[src/bcw_pkg.sv]
// package for the boot configuration word decoder
package bcw_pkg;

  // register byte offsets
  localparam logic [7:0] BCW_OFS_WORD0   = 8'h00;
  localparam logic [7:0] BCW_OFS_RTCFG   = 8'h04;
  localparam logic [7:0] BCW_OFS_BOUND   = 8'h08;
  localparam logic [7:0] BCW_OFS_STATUS  = 8'h0c;

  // field positions in boot_config_word_0
  localparam int BCW_PWP_LSB  = 10;
  localparam int BCW_PWP_MSB  = 18;
  localparam int BCW_RSV_LSB  = 5;
  localparam int BCW_RSV_MSB  = 9;
  localparam int BCW_SEL_LSB  = 3;
  localparam int BCW_SEL_MSB  = 4;
  localparam int BCW_SCAN_BIT = 2;
  localparam int BCW_DBG_MSB  = 1;
  localparam int BCW_DBG_LSB  = 0;

  // runtime_config_control field position
  localparam int BCW_RT_SCAN_BIT = 3;

  // reset word, protection-off code, forced debug field and unmapped read value
  localparam logic [31:0] BCW_WORD_RST  = 32'hffff_ffff;
  localparam logic [8:0]  BCW_PWP_OFF   = 9'h1ff;
  localparam logic [1:0]  BCW_DBG_FORCE = 2'h3;
  localparam logic [31:0] BCW_RD_UNMAP  = 32'h0000_0000;

  // page size as a shift, 1 KB pages
  localparam int BCW_PAGE_SHIFT = 10;

  typedef enum logic [3:0] {
    BCW_PAIR_ONE   = 4'h1,
    BCW_PAIR_TWO   = 4'h2,
    BCW_PAIR_THREE = 4'h4,
    BCW_PAIR_FOUR  = 4'h8
  } bcw_pair_t;

  typedef enum logic [2:0] {
    BCW_ST_RESET   = 3'h1,
    BCW_ST_CAPTURE = 3'h2,
    BCW_ST_HOLD    = 3'h4
  } bcw_state_t;

  typedef struct packed {
    logic        wp_active;
    logic [19:0] wp_boundary;
    bcw_pair_t   pair;
    logic        scan_en;
    logic        dbg_en;
  } bcw_decoded_t;

endpackage

[src/bcw_decoder.sv]
// boot configuration word decoder with wishbone register access
`timescale 1ns/100ps
// Summary of operation
// - word bits 18..10 set the flash write-protect boundary
// - all ones disables protection; one below protects below 0x0400
// - each decrement raises the boundary by one 1 KB page
// - code 011111111 protects below 0x40000
// - all zeros protects every protectable address
// - bits 8 and 7 only count on 256 KB flash variants
// - bits 4..3 pick debug pin pair: 11 one, 10 two, 01 three, 00 four
// - bit 2 high enables the boundary-scan port
// - bit 2 is copied into runtime_config_control scan enable bit
// - debugger field upper bit one disables, zero enables
// - code protection forces debugger field to 11
module bcw_decoder
  import bcw_pkg::*;
#(
  parameter bit HAS_256K = 1'b1
)(
  input  wire logic        clk_i,
  input  wire logic        rst_i,
  input  wire logic [31:0] cfg_word_i,
  input  wire logic        code_protect_i,
  input  wire logic        wb_cyc_i,
  input  wire logic        wb_stb_i,
  input  wire logic        wb_we_i,
  input  wire logic [7:0]  wb_adr_i,
  input  wire logic [31:0] wb_dat_i,
  input  wire logic [3:0]  wb_sel_i,
  output logic      [31:0] wb_dat_o,
  output logic             wb_ack_o,
  output logic             wp_active_o,
  output logic      [19:0] wp_boundary_o,
  output logic      [3:0]  debug_pair_o,
  output logic             scan_port_enable_o,
  output logic             debug_enable_o,
  output logic             ready_o
);

  // pins come from outside the clock domain
  logic [31:0] word_s1;
  logic [31:0] word_s2;
  logic        prot_s1;
  logic        prot_s2;

  always_ff @(posedge clk_i)
  begin
    word_s1 <= cfg_word_i;
    word_s2 <= word_s1;
    prot_s1 <= code_protect_i;
    prot_s2 <= prot_s1;
  end

  bcw_state_t   state;
  logic [31:0]  word;
  logic         prot;
  logic         rt_scan;
  bcw_decoded_t next_dec;
  bcw_decoded_t dec;

  // one extra cycle lets the synchronisers fill before capture
  always_ff @(posedge clk_i)
  begin
    if (rst_i)
      state <= BCW_ST_RESET;
    else
    begin
      unique case (state)
        BCW_ST_RESET:   state <= BCW_ST_CAPTURE;
        BCW_ST_CAPTURE: state <= BCW_ST_HOLD;
        BCW_ST_HOLD:    state <= BCW_ST_HOLD;
        default:        state <= BCW_ST_RESET;
      endcase
    end
  end

  // capture exactly once after reset release
  always_ff @(posedge clk_i)
  begin
    if (rst_i)
    begin
      word <= BCW_WORD_RST;
      prot <= 1'b1;
    end
    else if (state == BCW_ST_CAPTURE)
    begin
      word <= word_s2;
      prot <= prot_s2;
    end
  end

  logic [8:0]  pwp;
  logic [8:0]  pages;
  logic [1:0]  dbg_field;

  always_comb
  begin
    pwp = word[BCW_PWP_MSB:BCW_PWP_LSB];
    // upper bits are absent on small parts and read as ones
    if (!HAS_256K)
      pwp[8:7] = 2'h3;
    // pages protected equals the distance below all ones
    pages = BCW_PWP_OFF - pwp;
    dbg_field = word[BCW_DBG_MSB:BCW_DBG_LSB];
    if (prot)
      dbg_field = BCW_DBG_FORCE;
    next_dec.wp_active   = (pwp != BCW_PWP_OFF);
    // all zeros gives 511 pages, the whole protectable range
    next_dec.wp_boundary = {1'b0, pages, 10'h000};
    unique case (word[BCW_SEL_MSB:BCW_SEL_LSB])
      2'h3: next_dec.pair = BCW_PAIR_ONE;
      2'h2: next_dec.pair = BCW_PAIR_TWO;
      2'h1: next_dec.pair = BCW_PAIR_THREE;
      2'h0: next_dec.pair = BCW_PAIR_FOUR;
    endcase
    next_dec.scan_en = word[BCW_SCAN_BIT];
    next_dec.dbg_en  = ~dbg_field[1];
  end

  always_ff @(posedge clk_i)
  begin
    if (rst_i)
    begin
      dec.wp_active   <= 1'b1;
      dec.wp_boundary <= 20'h00000;
      dec.pair        <= BCW_PAIR_ONE;
      dec.scan_en     <= 1'b0;
      dec.dbg_en      <= 1'b0;
    end
    else if (state == BCW_ST_HOLD)
      dec <= next_dec;
  end

  // ready waits for the decoded flops, so ready and the outputs fed from dec rise together; the scan output rises a cycle earlier
  logic dec_vld;

  always_ff @(posedge clk_i)
  begin
    if (rst_i)
      dec_vld <= 1'b0;
    else if (state == BCW_ST_HOLD)
      dec_vld <= 1'b1;
  end

  // reserved bits are not checked; a programmer leaving zeros there is ignored

  // runtime copy of the scan enable; software may later change it
  logic wr_hit;
  assign wr_hit = wb_cyc_i && wb_stb_i && wb_we_i && !wb_ack_o;

  always_ff @(posedge clk_i)
  begin
    if (rst_i)
      rt_scan <= 1'b0;
    else if (state == BCW_ST_CAPTURE)
      rt_scan <= word_s2[BCW_SCAN_BIT];
    else if (state == BCW_ST_HOLD && wr_hit && wb_adr_i == BCW_OFS_RTCFG && wb_sel_i[0])
      rt_scan <= wb_dat_i[BCW_RT_SCAN_BIT];
  end

  // outputs from flops
  always_ff @(posedge clk_i)
  begin
    if (rst_i)
    begin
      wp_active_o        <= 1'b1;
      wp_boundary_o      <= 20'h00000;
      debug_pair_o       <= BCW_PAIR_ONE;
      scan_port_enable_o <= 1'b0;
      debug_enable_o     <= 1'b0;
      ready_o            <= 1'b0;
    end
    else
    begin
      wp_active_o        <= dec.wp_active;
      wp_boundary_o      <= dec.wp_active ? dec.wp_boundary : 20'h00000;
      debug_pair_o       <= dec.pair;
      scan_port_enable_o <= rt_scan;
      debug_enable_o     <= dec.dbg_en;
      ready_o            <= dec_vld;
    end
  end

  // wishbone classic slave, one registered ack per request, raised the cycle after strobe is sampled
  logic [31:0] rd_data;

  always_comb
  begin
    unique case (wb_adr_i)
      BCW_OFS_WORD0:  rd_data = word;
      BCW_OFS_RTCFG:  rd_data = {28'h0000000, rt_scan, 3'h0};
      BCW_OFS_BOUND:  rd_data = {12'h000, dec.wp_boundary};
      BCW_OFS_STATUS: rd_data = {26'h0, dec.pair, dec.dbg_en, ready_o};
      default:        rd_data = BCW_RD_UNMAP;
    endcase
  end

  always_ff @(posedge clk_i)
  begin
    if (rst_i)
    begin
      wb_ack_o <= 1'b0;
      wb_dat_o <= 32'h0000_0000;
    end
    else
    begin
      wb_ack_o <= wb_cyc_i && wb_stb_i && !wb_ack_o;
      wb_dat_o <= (wb_cyc_i && wb_stb_i && !wb_we_i && !wb_ack_o) ? rd_data : 32'h0000_0000;
    end
  end
endmodule

[config.mk]
export PLATFORM = sky130hd
export DESIGN_NAME = bcw_decoder
export DESIGN_NICKNAME = d
export VERILOG_FILES = /design/src/bcw_pkg.sv /design/src/bcw_decoder.sv
export SDC_FILE = /design/constraint.sdc
export NUM_CORES = 1
export LEC_CHECK = 0
export BUFFER_PORTS_ARGS = -buffer_cell sky130_fd_sc_hd__buf_4
export CELL_PAD_IN_SITES_DETAIL_PLACEMENT = 0
export CELL_PAD_IN_SITES_GLOBAL_PLACEMENT = 1
export CORE_MARGIN = 3
export CORE_UTILIZATION = 42
export DETAILED_ROUTE_END_ITERATION = 7
export PLACE_DENSITY = 0.91
export SYNTH_ARGS = -nofsm -noshare
export SYNTH_HDL_FRONTEND = slang
export SYNTH_SLANG_ARGS = --single-unit
[constraint.sdc]
create_clock -name clk_i -period 3.4 [get_ports clk_i]
set_clock_uncertainty 0.1 [all_clocks]
set_input_delay 0.51 -clock clk_i [delete_from_list [all_inputs] [get_ports clk_i]]
set_output_delay 0.51 -clock clk_i [all_outputs]
set_load 0.02 [all_outputs]
==> metrics.md, run 1 <==
| Metric | Value |
|---|---|
| Via Count | between 3,000 and 4,000 |
| Top post-synthesis cells by area | dfxtp_1 70%, nand3b_1 5.4%, nand2_1 5.3%, nor2_1 2.5%, a22oi_1 2.2% |
| Area growth, synth to finish | 28.5% |
| Stage delay of the slowest cell on the critical path | 800 ps |
| Root Driver | clkbuf_16 |
| Final setup violation count | 0 |
| Class of the tightest hold or removal check | input pin to flop |
| Hold Fails Final Rpt | 0 |
| Floorplan Core Area | around 11,000 um^2 |
| Top achievable clock speed | around 0.43 GHz |
| Final sum of negative setup slack | 0 ps |
| Max_cap viols | 0 |
| Detailed-route DRC error count | 0 |
| Antenna-violating nets left | 0 |
| Final critical-path setup slack | between 1000 and 1500 ps |
| Insertion delay of the later-clocked pin in the worst-skew pair | about 410 ps |
| R2R depth | 4 |
| Clock H-tree levels | 4 |
| Capture instance of the worst register-to-register path | wb_dat_o[3] |
| Worst R2R Setup Slack | 1060 ps |
| Clock slew at reported path FFs | 70 ps |
| Maximum clock insertion buffer count | 2 |
| Global-route wire length before repair | 14,800 um |
| Data required time of the critical path | 3630 ps |
| HPWL reported at the end of detailed placement | around 6300 um |
| Share of the synthesized area in the top cell type | 0.696 |
| Number of antenna violations at the first check in global routing | 0 |
| Avg Inst Size Synth | between 10 and 15 um^2 |
| Horizontal extent of the die | roughly 110 um |
| Max stage delay cell, worst path | nor3_2 |
| Final GP Congestion | approximately 0.79 |
| First element of the critical path | wb_ack_o |
| Part of the Yosys area used for sequential elements | 0.696 |
| Final Cycle Share | 0.689 |
| Transition at the pin with the smallest max-transition slack | 1020 ps |
| Post-route cell area | ~6200 um^2 |
| Worst IR Drop VDD | 412 uV |
| Die ar. | around 13,000 um^2 |
| Number of buffers and inverters on the critical path | 0 |
| Main flop type after synthesis | dfxtp_1 |
| Hold Path Origin | cfg_word_i[23] |
| Crit path capture type | flop |
| YS warnings | 0 |
| Drt initial violations | between 150 and 200 |
| Leading area contributor after synthesis | dfxtp_1 |
| Resized Gates After CTS | 0 |
| Run status | finished, final reports clean |
| Syn Std Cell Area | 4860 um^2 |
| Number of distinct library cell variants in the gate-level netlist after synthesis | 33 |
| Min cycle time layout | ~2300 ps |
| Count of final max-slew check failures | 0 |
| Post-CTS repair timing setup buffer count | 0 |
| Syn Inst Count | approximately 430 |
| Vias in the first global route | roughly 3,000 |
| Layout filler cell count | approximately 950 |
| Die boundary height | about 110 um |
| Port Buffers | 97 |
| Share of synthesized registers carrying an async set or reset | 0 |
| Capture endpoint of the worst hold path | word_s1[23] |
| Count of inserted antenna diode cells | 0 |
| Ordered list of cells on the worst path | nand3b_1 > nor3_2 > nand2_1 > nor2_1 |
| Cts-stage hold buffer count | 0 |
| Proportion of layout cells with a drive suffix above 1 | 0.278 |
| Count of flip-flops with a built-in enable after synthesis | 0 |
| Largest delay share family, worst path | simple AND/OR/NAND/NOR gates |
| Unrepaired setup endpoints after global routing | false |
| Total wire length after detailed routing | roughly 9400 um |
| Overflow after GRT | 0 |
| Arrival time of data at the critical path endpoint | around 2600 ps |
| Number of clock buffers inserted by TritonCTS | 17 |
| GRT Overall Usage | 0.150 |
| Critical R2R Launch | wb_ack_o |
| Number of synthesized register bits | approximately 170 |
| Critical Path Start Type | flop |
| Routed wirelength normalized by instance count | about 14 um |
| Count of standard-cell rows | 38 |
| CTS tree | yes |
| Placed standard-cell area | 5670 um^2 |
| Clock sink count | 169 |
| Pleak | between 0.002 and 0.003 uW |
| Hold-critical path depth | 1 |
| Number of placed I/O pins | between 100 and 150 |
| Via density per instance | roughly 4.7 |
| Worst-path fanout max | 18 |
| Worst setup path class | flop to flop |
| Largest net degree at the start of global routing | between 60 and 70 |
| Total power per unit cell area | roughly 680 nW/um^2 |
| Starting density of the core | 0.439 |
| Number of search-and-repair iterations in the first detailed-routing pass | 4 |
| Number of nets at the end of the flow | 610 |
| Post-placement worst setup slack | 639 ps |
| Worst slew margin relative to its limit | 0.318 |
[cells by family (layout without fill, tap and decap cells)]
logic type             count (synthesis)  count (layout)  share of synthesized area
and+or+nand+nor                      191             191                      0.212
muxes                                  1               1                    0.00206
other                                  1              11                   0.000771
buffers and inverters                 33             132                     0.0360
DFF                                  169             169                      0.696
AOI/OAI and AO/OA                     36              36                     0.0533
[placed cells by master (no fill, tap or decap), types with 10 or more instances in the layout]
| master | instances |
|---|---|
| dfxtp_1 | 169 |
| buf_4 | 101 |
| nand2_1 | 69 |
| nand3b_1 | 35 |
| nor2_1 | 33 |
| clkbuf_16 | 17 |
| a22oi_1 | 14 |
| and2_1 | 11 |
| conb_1 | 11 |
| and3_2 | 10 |
[synth_stat cells (2+ instances only)]
master and n:
a211o_1 3, a211oi_1 9, a21oi_1 7, a22oi_1 14, a41oi_1 2, and2_1 11
and3_1 8, and3_2 10, buf_4 11, clkbuf_1 18, dfxtp_1 169, nand2_1 69
nand3b_1 35, nor2_1 33, nor2b_1 7, nor3_1 5, nor3b_1 2, or2_2 2
or3b_2 2
[layout make-up]
type	instances	area, um^2	share of cell area
Clock buffer	19	433	0.0693
Clock inverter	12	143	0.0228
Multi-Input combinational cell	239	1360	0.217
Sequential cell	169	3380	0.541
Tap cell	140	175	0.0280
Timing Repair Buffer	101	758	0.121
[metal layers]
metal / global-route usage / share of wire / vias to the layer above
met5: 0 / 0 / -
met4: 0.0689 / 0.011 / 0
met3: 0.0568 / 0.059 / 11
met2: 0.241 / 0.49 / 80
met1: 0.178 / 0.44 / 1491
li1: - / - / 1602
[worst max-delay path by stage]
stage,depth (start not counted),end
global route,4,wb_dat_o[18]
global placement,4,wb_dat_o[2]
floorplan,4,wb_dat_o[21]
finish,4,wb_dat_o[3]
detailed placement,4,wb_dat_o[18]
CTS,4,wb_dat_o[3]
[sequential cells by signal, summed over array words and instances, names as in the netlist]
name	count
word	32
state	3
prot_s1	1
debug_pair_o	4
wp_active_o	1
dec	15
dec_vld	1
word_s1	32
prot_s2	1
word_s2	32
rt_scan	1
debug_enable_o	1
prot	1
wb_dat_o	32
wp_boundary_o	9
scan_port_enable_o	1
wb_ack_o	1
ready_o	1
[worst register-to-register path, delay by kind of cell, from the launching register on]
kind	cells	cell delay, ps
simple gates	4	1860
flops	1	310
[power by group]
part | leakage (uW) | switching [uW] | internal (uW)
Clock | 0.000278 | 750 | 1090
Sequential | 0.00139 | 64.9 | 2090
Combinational | 0.00109 | 129 | 111
[stage by stage]
stage	power (uW)	utilization	hold WS (ps)	cells
4_1_cts	4270	0.564	72.8	680
2_1_floorplan	2340	-	210	441
5_1_grt	4400	0.564	60.4	680
3_5_place_dp	2440	0.512	212	649
3_3_place_gp	2420	0.512	211	649
6_report	4230	0.564	92.5	680
(Power assumes the default switching activity.)
==> inputs of run 2 (changes only) <==
--- a/config.mk
+++ b/config.mk
@@ -9,9 +9,9 @@
 export CELL_PAD_IN_SITES_DETAIL_PLACEMENT = 0
 export CELL_PAD_IN_SITES_GLOBAL_PLACEMENT = 1
 export CORE_MARGIN = 3
-export CORE_UTILIZATION = 42
+export CORE_UTILIZATION = 35
 export DETAILED_ROUTE_END_ITERATION = 7
-export PLACE_DENSITY = 0.91
+export PLACE_DENSITY = 0.82
 export SYNTH_ARGS = -nofsm -noshare
 export SYNTH_HDL_FRONTEND = slang
 export SYNTH_SLANG_ARGS = --single-unit
==> constraint.sdc (replaced) <==
create_clock -name clk_i -period 2 [get_ports clk_i]
set_clock_uncertainty 0.1 [all_clocks]
set_input_delay 0.3 -clock clk_i [delete_from_list [all_inputs] [get_ports clk_i]]
set_output_delay 0.3 -clock clk_i [all_outputs]
set_load 0.02 [all_outputs]
==> run 2 against run 1 <==
Net effect: clock power increased by 77%; setup slack got worse by 730 ps; count of clock-buffer cells in the layout decreased by 2; sequential power increased by 70%; sequential share of layout area decreased by 3.8 points; core utilization decreased by 6.2 points; critical endpoint is now state[0]; final cell count increased by 11%; highest routed layer unchanged; largest power group unchanged; critical path depth unchanged.
==> metrics.md, run 2 (synthesis gave the netlist of run 1 again) <==
| Metric | Value |
|---|---|
| Reported net switching power | 1630 uW (was 944 uW) |
| Port Buffers | 97 (unchanged) |
| Number of buffers and inverters on the critical path | 1 (was 0) |
| Starting density of the core | 0.363 (was 0.439) |
| Critical Path Start Type | flop (unchanged) |
| Min cycle time layout | 1670 ps (was 2340 ps) |
| Final Cycle Share | 0.834 (was 0.689) |
| Cts-stage hold buffer count | 33 (was 0) |
| Routed wirelength normalized by instance count | 12.8 um (was 13.8 um) |
| Largest delay share family, worst path | simple AND/OR/NAND/NOR gates (unchanged) |
| Drt initial violations | 198 (was 187) |
| Root Driver | clkbuf_16 (unchanged) |
| Worst setup path class | flop to flop (unchanged) |
| Class of the tightest hold or removal check | input pin to flop (unchanged) |
| Cell-internal power | 5760 uW (was 3290 uW) |
| Die ar. | 15,300 um^2 (was 12,900 um^2) |
| Detailed-route DRC error count | 0 (unchanged) |
| Final sum of negative setup slack | 0 ps (unchanged) |
| Hold-critical path depth | 3 (was 1) |
| Antenna-violating nets left | 0 (unchanged) |
| Unrepaired setup endpoints after global routing | false (unchanged) |
| CTS tree | yes (unchanged) |
| Placed Cells incl. Taps | 694 (was 649) |
| Largest net degree at the start of global routing | 46 (was 64) |
| Number of search-and-repair iterations in the first detailed-routing pass | 4 (unchanged) |
| Worst-path fanout max | 12 (was 18) |
| Final critical-path setup slack | 331 ps (was 1060 ps) |
| Overflow after GRT | 0 (unchanged) |
| Post-CTS repair timing setup buffer count | 0 (unchanged) |
| Final setup violation count | 0 (unchanged) |
| Clock slew at reported path FFs | 60 ps (was 70 ps) |
| Most common library cell in the layout ignoring fill and taps | dfxtp_1 (unchanged) |
| HPWL reported at the end of detailed placement | 6410 um (was 6290 um) |
| Insertion delay of the later-clocked pin in the worst-skew pair | 420 ps (was 410 ps) |
| Worst IR Drop VDD | 544 uV (was 412 uV) |
| Floorplan Core Area | 13,400 um^2 (was 11,100 um^2) |
| R2R depth | 4 (unchanged) |
| Global-route wire length before repair | 15,400 um (was 14,800 um) |
| Max stage delay cell, worst path | or3b_2 (was nor3_2) |
| Area growth, synth to finish | 38.3% (was 28.5%) |
| Crit path capture type | flop (unchanged) |
| Clock H-tree levels | 4 (unchanged) |
| Number of antenna violations at the first check in global routing | 0 (unchanged) |
| Max_cap viols | 0 (unchanged) |
| Arrival time of data at the critical path endpoint | 1870 ps (was 2580 ps) |
| Number of nets at the end of the flow | 652 (was 610) |
| Run status | finished, final reports clean (unchanged) |
| Number of placed I/O pins | 143 (unchanged) |
| Sw Share | 0.221 (was 0.223) |
| Proportion of layout cells with a drive suffix above 1 | 0.277 (was 0.278) |
| Stage delay of the slowest cell on the critical path | 600 ps (was 800 ps) |
| Die boundary height | 124 um (was 114 um) |
| Register share of total power | 0.494 (was 0.509) |
| Total wire length after detailed routing | 9680 um (was 9390 um) |
| Pleak | 0.00295 uW (was 0.00276 uW) |
| Worst path depth | 4 (unchanged) |
| Total power per unit cell area | 1100 nW/um^2 (was 677 nW/um^2) |
| Count of inserted antenna diode cells | 0 (unchanged) |
| Maximum clock insertion buffer count | 2 (unchanged) |
| Count of final max-slew check failures | 0 (unchanged) |
| Clock network fraction of design power | 0.441 (was 0.434) |
| Via density per instance | 4.38 (was 4.68) |
| Comb pwr share | 0.065 (was 0.057) |
| Hold Fails Final Rpt | 0 (unchanged) |
| Number of clock buffers inserted by TritonCTS | 17 (unchanged) |
| Final GP Congestion | 0.807 (was 0.785) |
| Post-placement worst setup slack | 95.4 ps (was 639 ps) |
| Vias in the first global route | 3,251 (was 3,082) |
| GRT Overall Usage | 0.131 (was 0.150) |
| Count of placed standard cells in the final layout, fillers left out | 758 (was 680) |
| Top achievable clock speed | 0.599 GHz (was 0.427 GHz) |
| Resized Gates After CTS | 0 (unchanged) |
| Via Count | 3,322 (was 3,184) |
| Horizontal extent of the die | 124 um (was 114 um) |
| Most frequent cells in the layout | 169 x dfxtp_1, 109 x buf_4, 69 x nand2_1, 35 x nand3b_1 (was 169 x dfxtp_1, 101 x buf_4, 69 x nand2_1, 35 x nand3b_1, 33 x nor2_1) |
| Data required time of the critical path | 2200 ps (was 3630 ps) |
| Ordered list of cells on the worst path | or3b_2 > buf_4 > a21oi_1 > nor2_1 (was nand3b_1 > nor3_2 > nand2_1 > nor2_1) |
| Count of standard-cell rows | 42 (was 38) |
| Clock sink count | 169 (unchanged) |
## run 2: cell type report
class | instances | area, um^2
clock buffers | 17 | 425
clock inverters | 14 | 171
fillers | 1198 | 6680
multi-input cells | 239 | 1360
flip-flops and latches | 169 | 3380
well taps | 176 | 220
repair buffers | 143 | 1170
## run 2: tightest hold or removal path: stages
cell and delay, ps:
buf_4 80, a41oi_1 80, o21bai_1 110
## run 2: through the flow
stage          hold slack, ps  power [uW]  cell area (um^2)   util
2_1_floorplan             210        3980              4900      -
3_3_place_gp              213        4140              5800  0.433
3_5_place_dp              212        4160              5800  0.433
4_1_cts                  68.9        7470              6730  0.502
5_1_grt                   114        7670              6730  0.502
6_report                 92.0        7390              6730  0.502
## run 2: power by group through the flow
stage / sequential [uW] / clock, uW / combinational [uW]
after CTS: 3650 / 3330 / 486
final: 3650 / 3260 / 481
after global placement: 3720 / 0 / 421
after detailed placement: 3730 / 0 / 433
after global routing: 3670 / 3460 / 541
after floorplan: 3700 / 0 / 284
## run 2: final timing paths
path                    start          end  slack, ps
setup / recovery     state[1]     state[0]        330
setup reg to reg     state[1]     state[0]        330
hold / removal    wb_dat_i[3]      rt_scan         90
hold reg to reg   word_s1[13]  word_s2[13]        230
## run 2: routing by layer
layer  part of all wire  wire (um)  vias to the layer above  global-route usage
met5                  0          0                        -                   0
met4              0.022        212                        0              0.0561
met3              0.056        541                       17              0.0427
met2               0.49       4700                       92               0.218
met1               0.44       4230                     1523               0.156
li1                   -          -                     1690                   -
==> inputs of run 3 (changes only) <==
==> constraint.sdc (replaced) <==
create_clock -name clk_i -period 1.5 [get_ports clk_i]
set_clock_uncertainty 0.1 [all_clocks]
set_input_delay 0.225 -clock clk_i [delete_from_list [all_inputs] [get_ports clk_i]]
set_output_delay 0.225 -clock clk_i [all_outputs]
set_load 0.02 [all_outputs]
==> run 3 against run 2 <==
Net effect: final cell count rose by 0.79%; global-route usage grew 0.16 points; sequential cell count unchanged; register-to-register slack got worse by 250 ps; core utilization increased by 0.51 points; via count down 2.0%; die area unchanged; count of clock-buffer cells in the layout grew 2; critical path depth increased by 1; largest cell class unchanged.
==> metrics.md, run 3 (synthesis gave the netlist of run 1 again) <==
| Metric | Value |
|---|---|
| Number of placed I/O pins | 143 (unchanged) |
| Top achievable clock speed | 0.705 GHz (was 0.599 GHz) |
| Final GP Congestion | 0.769 (was 0.807) |
| Pleak | 0.00298 uW (was 0.00295 uW) |
| Sum of met3 wire segment lengths after detailed routing | 518 um (was 541 um) |
| Hold WS | 28.2 ps (was 92.0 ps) |
| Total wire length after detailed routing | 9570 um (was 9680 um) |
| GRT Overall Usage | 0.133 (was 0.131) |
| Arrival time of data at the critical path endpoint | 1670 ps (was 1870 ps) |
| Hold Fails Final Rpt | 0 (unchanged) |
| Starting density of the core | 0.363 (unchanged) |
| Routed wirelength normalized by instance count | 12.5 um (was 12.8 um) |
| Worst setup path class | flop to flop (unchanged) |
| Count of inserted antenna diode cells | 0 (unchanged) |
| Met2 layer wire length in the routed design | 4680 um (was 4700 um) |
| Top Metal Used | met4 (unchanged) |
| Worst R2R Setup Slack | 80 ps (was 330 ps) |
| Total power per unit cell area | 1420 nW/um^2 (was 1100 nW/um^2) |
| Met1 routed wirelength after detailed routing | 4250 um (was 4230 um) |
| Worst IR Drop VDD | 736 uV (was 544 uV) |
| Critical Path Start Type | flop (unchanged) |
| Area growth, synth to finish | 39.7% (was 38.3%) |
| Antenna-violating nets left | 0 (unchanged) |
| Drt initial violations | 137 (was 198) |
| Final setup violation count | 0 (unchanged) |
| Insertion delay of the later-clocked pin in the worst-skew pair | 410 ps (was 420 ps) |
| Vias in the first global route | 3,217 (was 3,251) |
| Final Cycle Share | 0.946 (was 0.834) |
| Horizontal extent of the die | 124 um (unchanged) |
| Crit path capture type | flop (unchanged) |
| Root Driver | clkbuf_16 (unchanged) |
| Detailed-route DRC error count | 0 (unchanged) |
| Number of clock buffers inserted by TritonCTS | 17 (unchanged) |
| Overflow after GRT | 0 (unchanged) |
| Maximum clock insertion buffer count | 2 (unchanged) |
| Via density per instance | 4.26 (was 4.38) |
| Clock sink count | 169 (unchanged) |
| Die ar. | 15,300 um^2 (unchanged) |
| Most common library cell in the layout ignoring fill and taps | dfxtp_1 (unchanged) |
| Post-placement worst setup slack | -284 ps (was 95.4 ps) |
| Worst-path fanout max | 7 (was 12) |
| Number of antenna violations at the first check in global routing | 0 (unchanged) |
| Via Count | 3,256 (was 3,322) |
| Count of standard-cell rows | 42 (unchanged) |
| Clock H-tree levels | 4 (unchanged) |
| Unrepaired setup endpoints after global routing | false (unchanged) |
| Run status | finished, final reports clean (unchanged) |
| Largest net degree at the start of global routing | 33 (was 46) |
| Number of nets at the end of the flow | 658 (was 652) |
| Final critical-path setup slack | 81.2 ps (was 331 ps) |
| Port Buffers | 97 (unchanged) |
| Number of search-and-repair iterations in the first detailed-routing pass | 4 (unchanged) |
| Min cycle time layout | 1420 ps (was 1670 ps) |
| Floorplan Core Area | 13,400 um^2 (unchanged) |
| Data required time of the critical path | 1750 ps (was 2200 ps) |
| Overall power after layout | 9650 uW (was 7390 uW) |
| Max_cap viols | 0 (unchanged) |
| Most frequent cells in the layout | 168 x dfxtp_1, 112 x buf_4, 69 x nand2_1, 35 x nand3b_1 (was 169 x dfxtp_1, 109 x buf_4, 69 x nand2_1, 35 x nand3b_1) |
| Clock slew at reported path FFs | 60 ps (about the same) |
| Count of final max-slew check failures | 0 (unchanged) |
| Class of the tightest hold or removal check | input pin to flop (unchanged) |
| Die boundary height | 124 um (unchanged) |
| Proportion of layout cells with a drive suffix above 1 | 0.289 (was 0.277) |
| Global-route wire length before repair | 15,600 um (was 15,400 um) |
| HPWL reported at the end of detailed placement | 6730 um (was 6410 um) |
| CTS tree | yes (unchanged) |
==> run 3: final cells by class <==
class	count	area, um^2
sequential	169	3380
clock inverter	12	116
timing repair buffer	149	1240
multi-input combinational	239	1380
tap	176	220
clock buffer	19	453
fill	1191	6610
==> run 3: what timing repair did <==
action	4_1_cts	5_1_grt
pin swaps	1	1
cloned	0	0
hold buffers	33	0
hold endpoints to repair	33	0
setup buffers	0	1
endpoints found under the setup margin	35	20
resized for setup	5	2
==> run 3: where the power goes <==
group / internal (uW) / switching [uW] / total, uW
registers: 4740 / 146 / 4880
clock network: 2380 / 1710 / 4090
logic: 359 / 316 / 675
total: 7480 / 2170 / 9650
==> run 3: routing by layer <==
| layer | track usage | vias to the layer above |
|---|---|---|
| li1 | - | 1696 |
| met1 | 0.164 | 1474 |
| met2 | 0.215 | 77 |
| met3 | 0.0418 | 9 |
| met4 | 0.0561 | 0 |
| met5 | 0 | - |
==> run 3: path summary, 6_finish.rpt <==
kind,start,end,cells past startpoint
worst min register to register,word_s1[30],word_s2[30],0
worst max-delay path,wb_ack_o,wb_dat_o[7],5
worst max register to register,wb_ack_o,wb_dat_o[7],5
worst min-delay path,wb_dat_i[3],rt_scan,3
==> run 3: critical path, cell delays in order (launching register included) <==
cell,delay (ps)
dfxtp_1,300
nand3b_1,250
nor3_4,230
buf_4,160
buf_4,130
and3_1,180
==> run 3: through the flow <==
stage	instance area [um^2]	util	std cells	setup TNS, ps
after floorplan	4900	-	441	-4720
after global placement	5860	0.437	699	-8080
after detailed placement	5860	0.437	699	-9300
after CTS	6780	0.506	763	0
after global routing	6790	0.507	764	0
final	6790	0.507	764	0
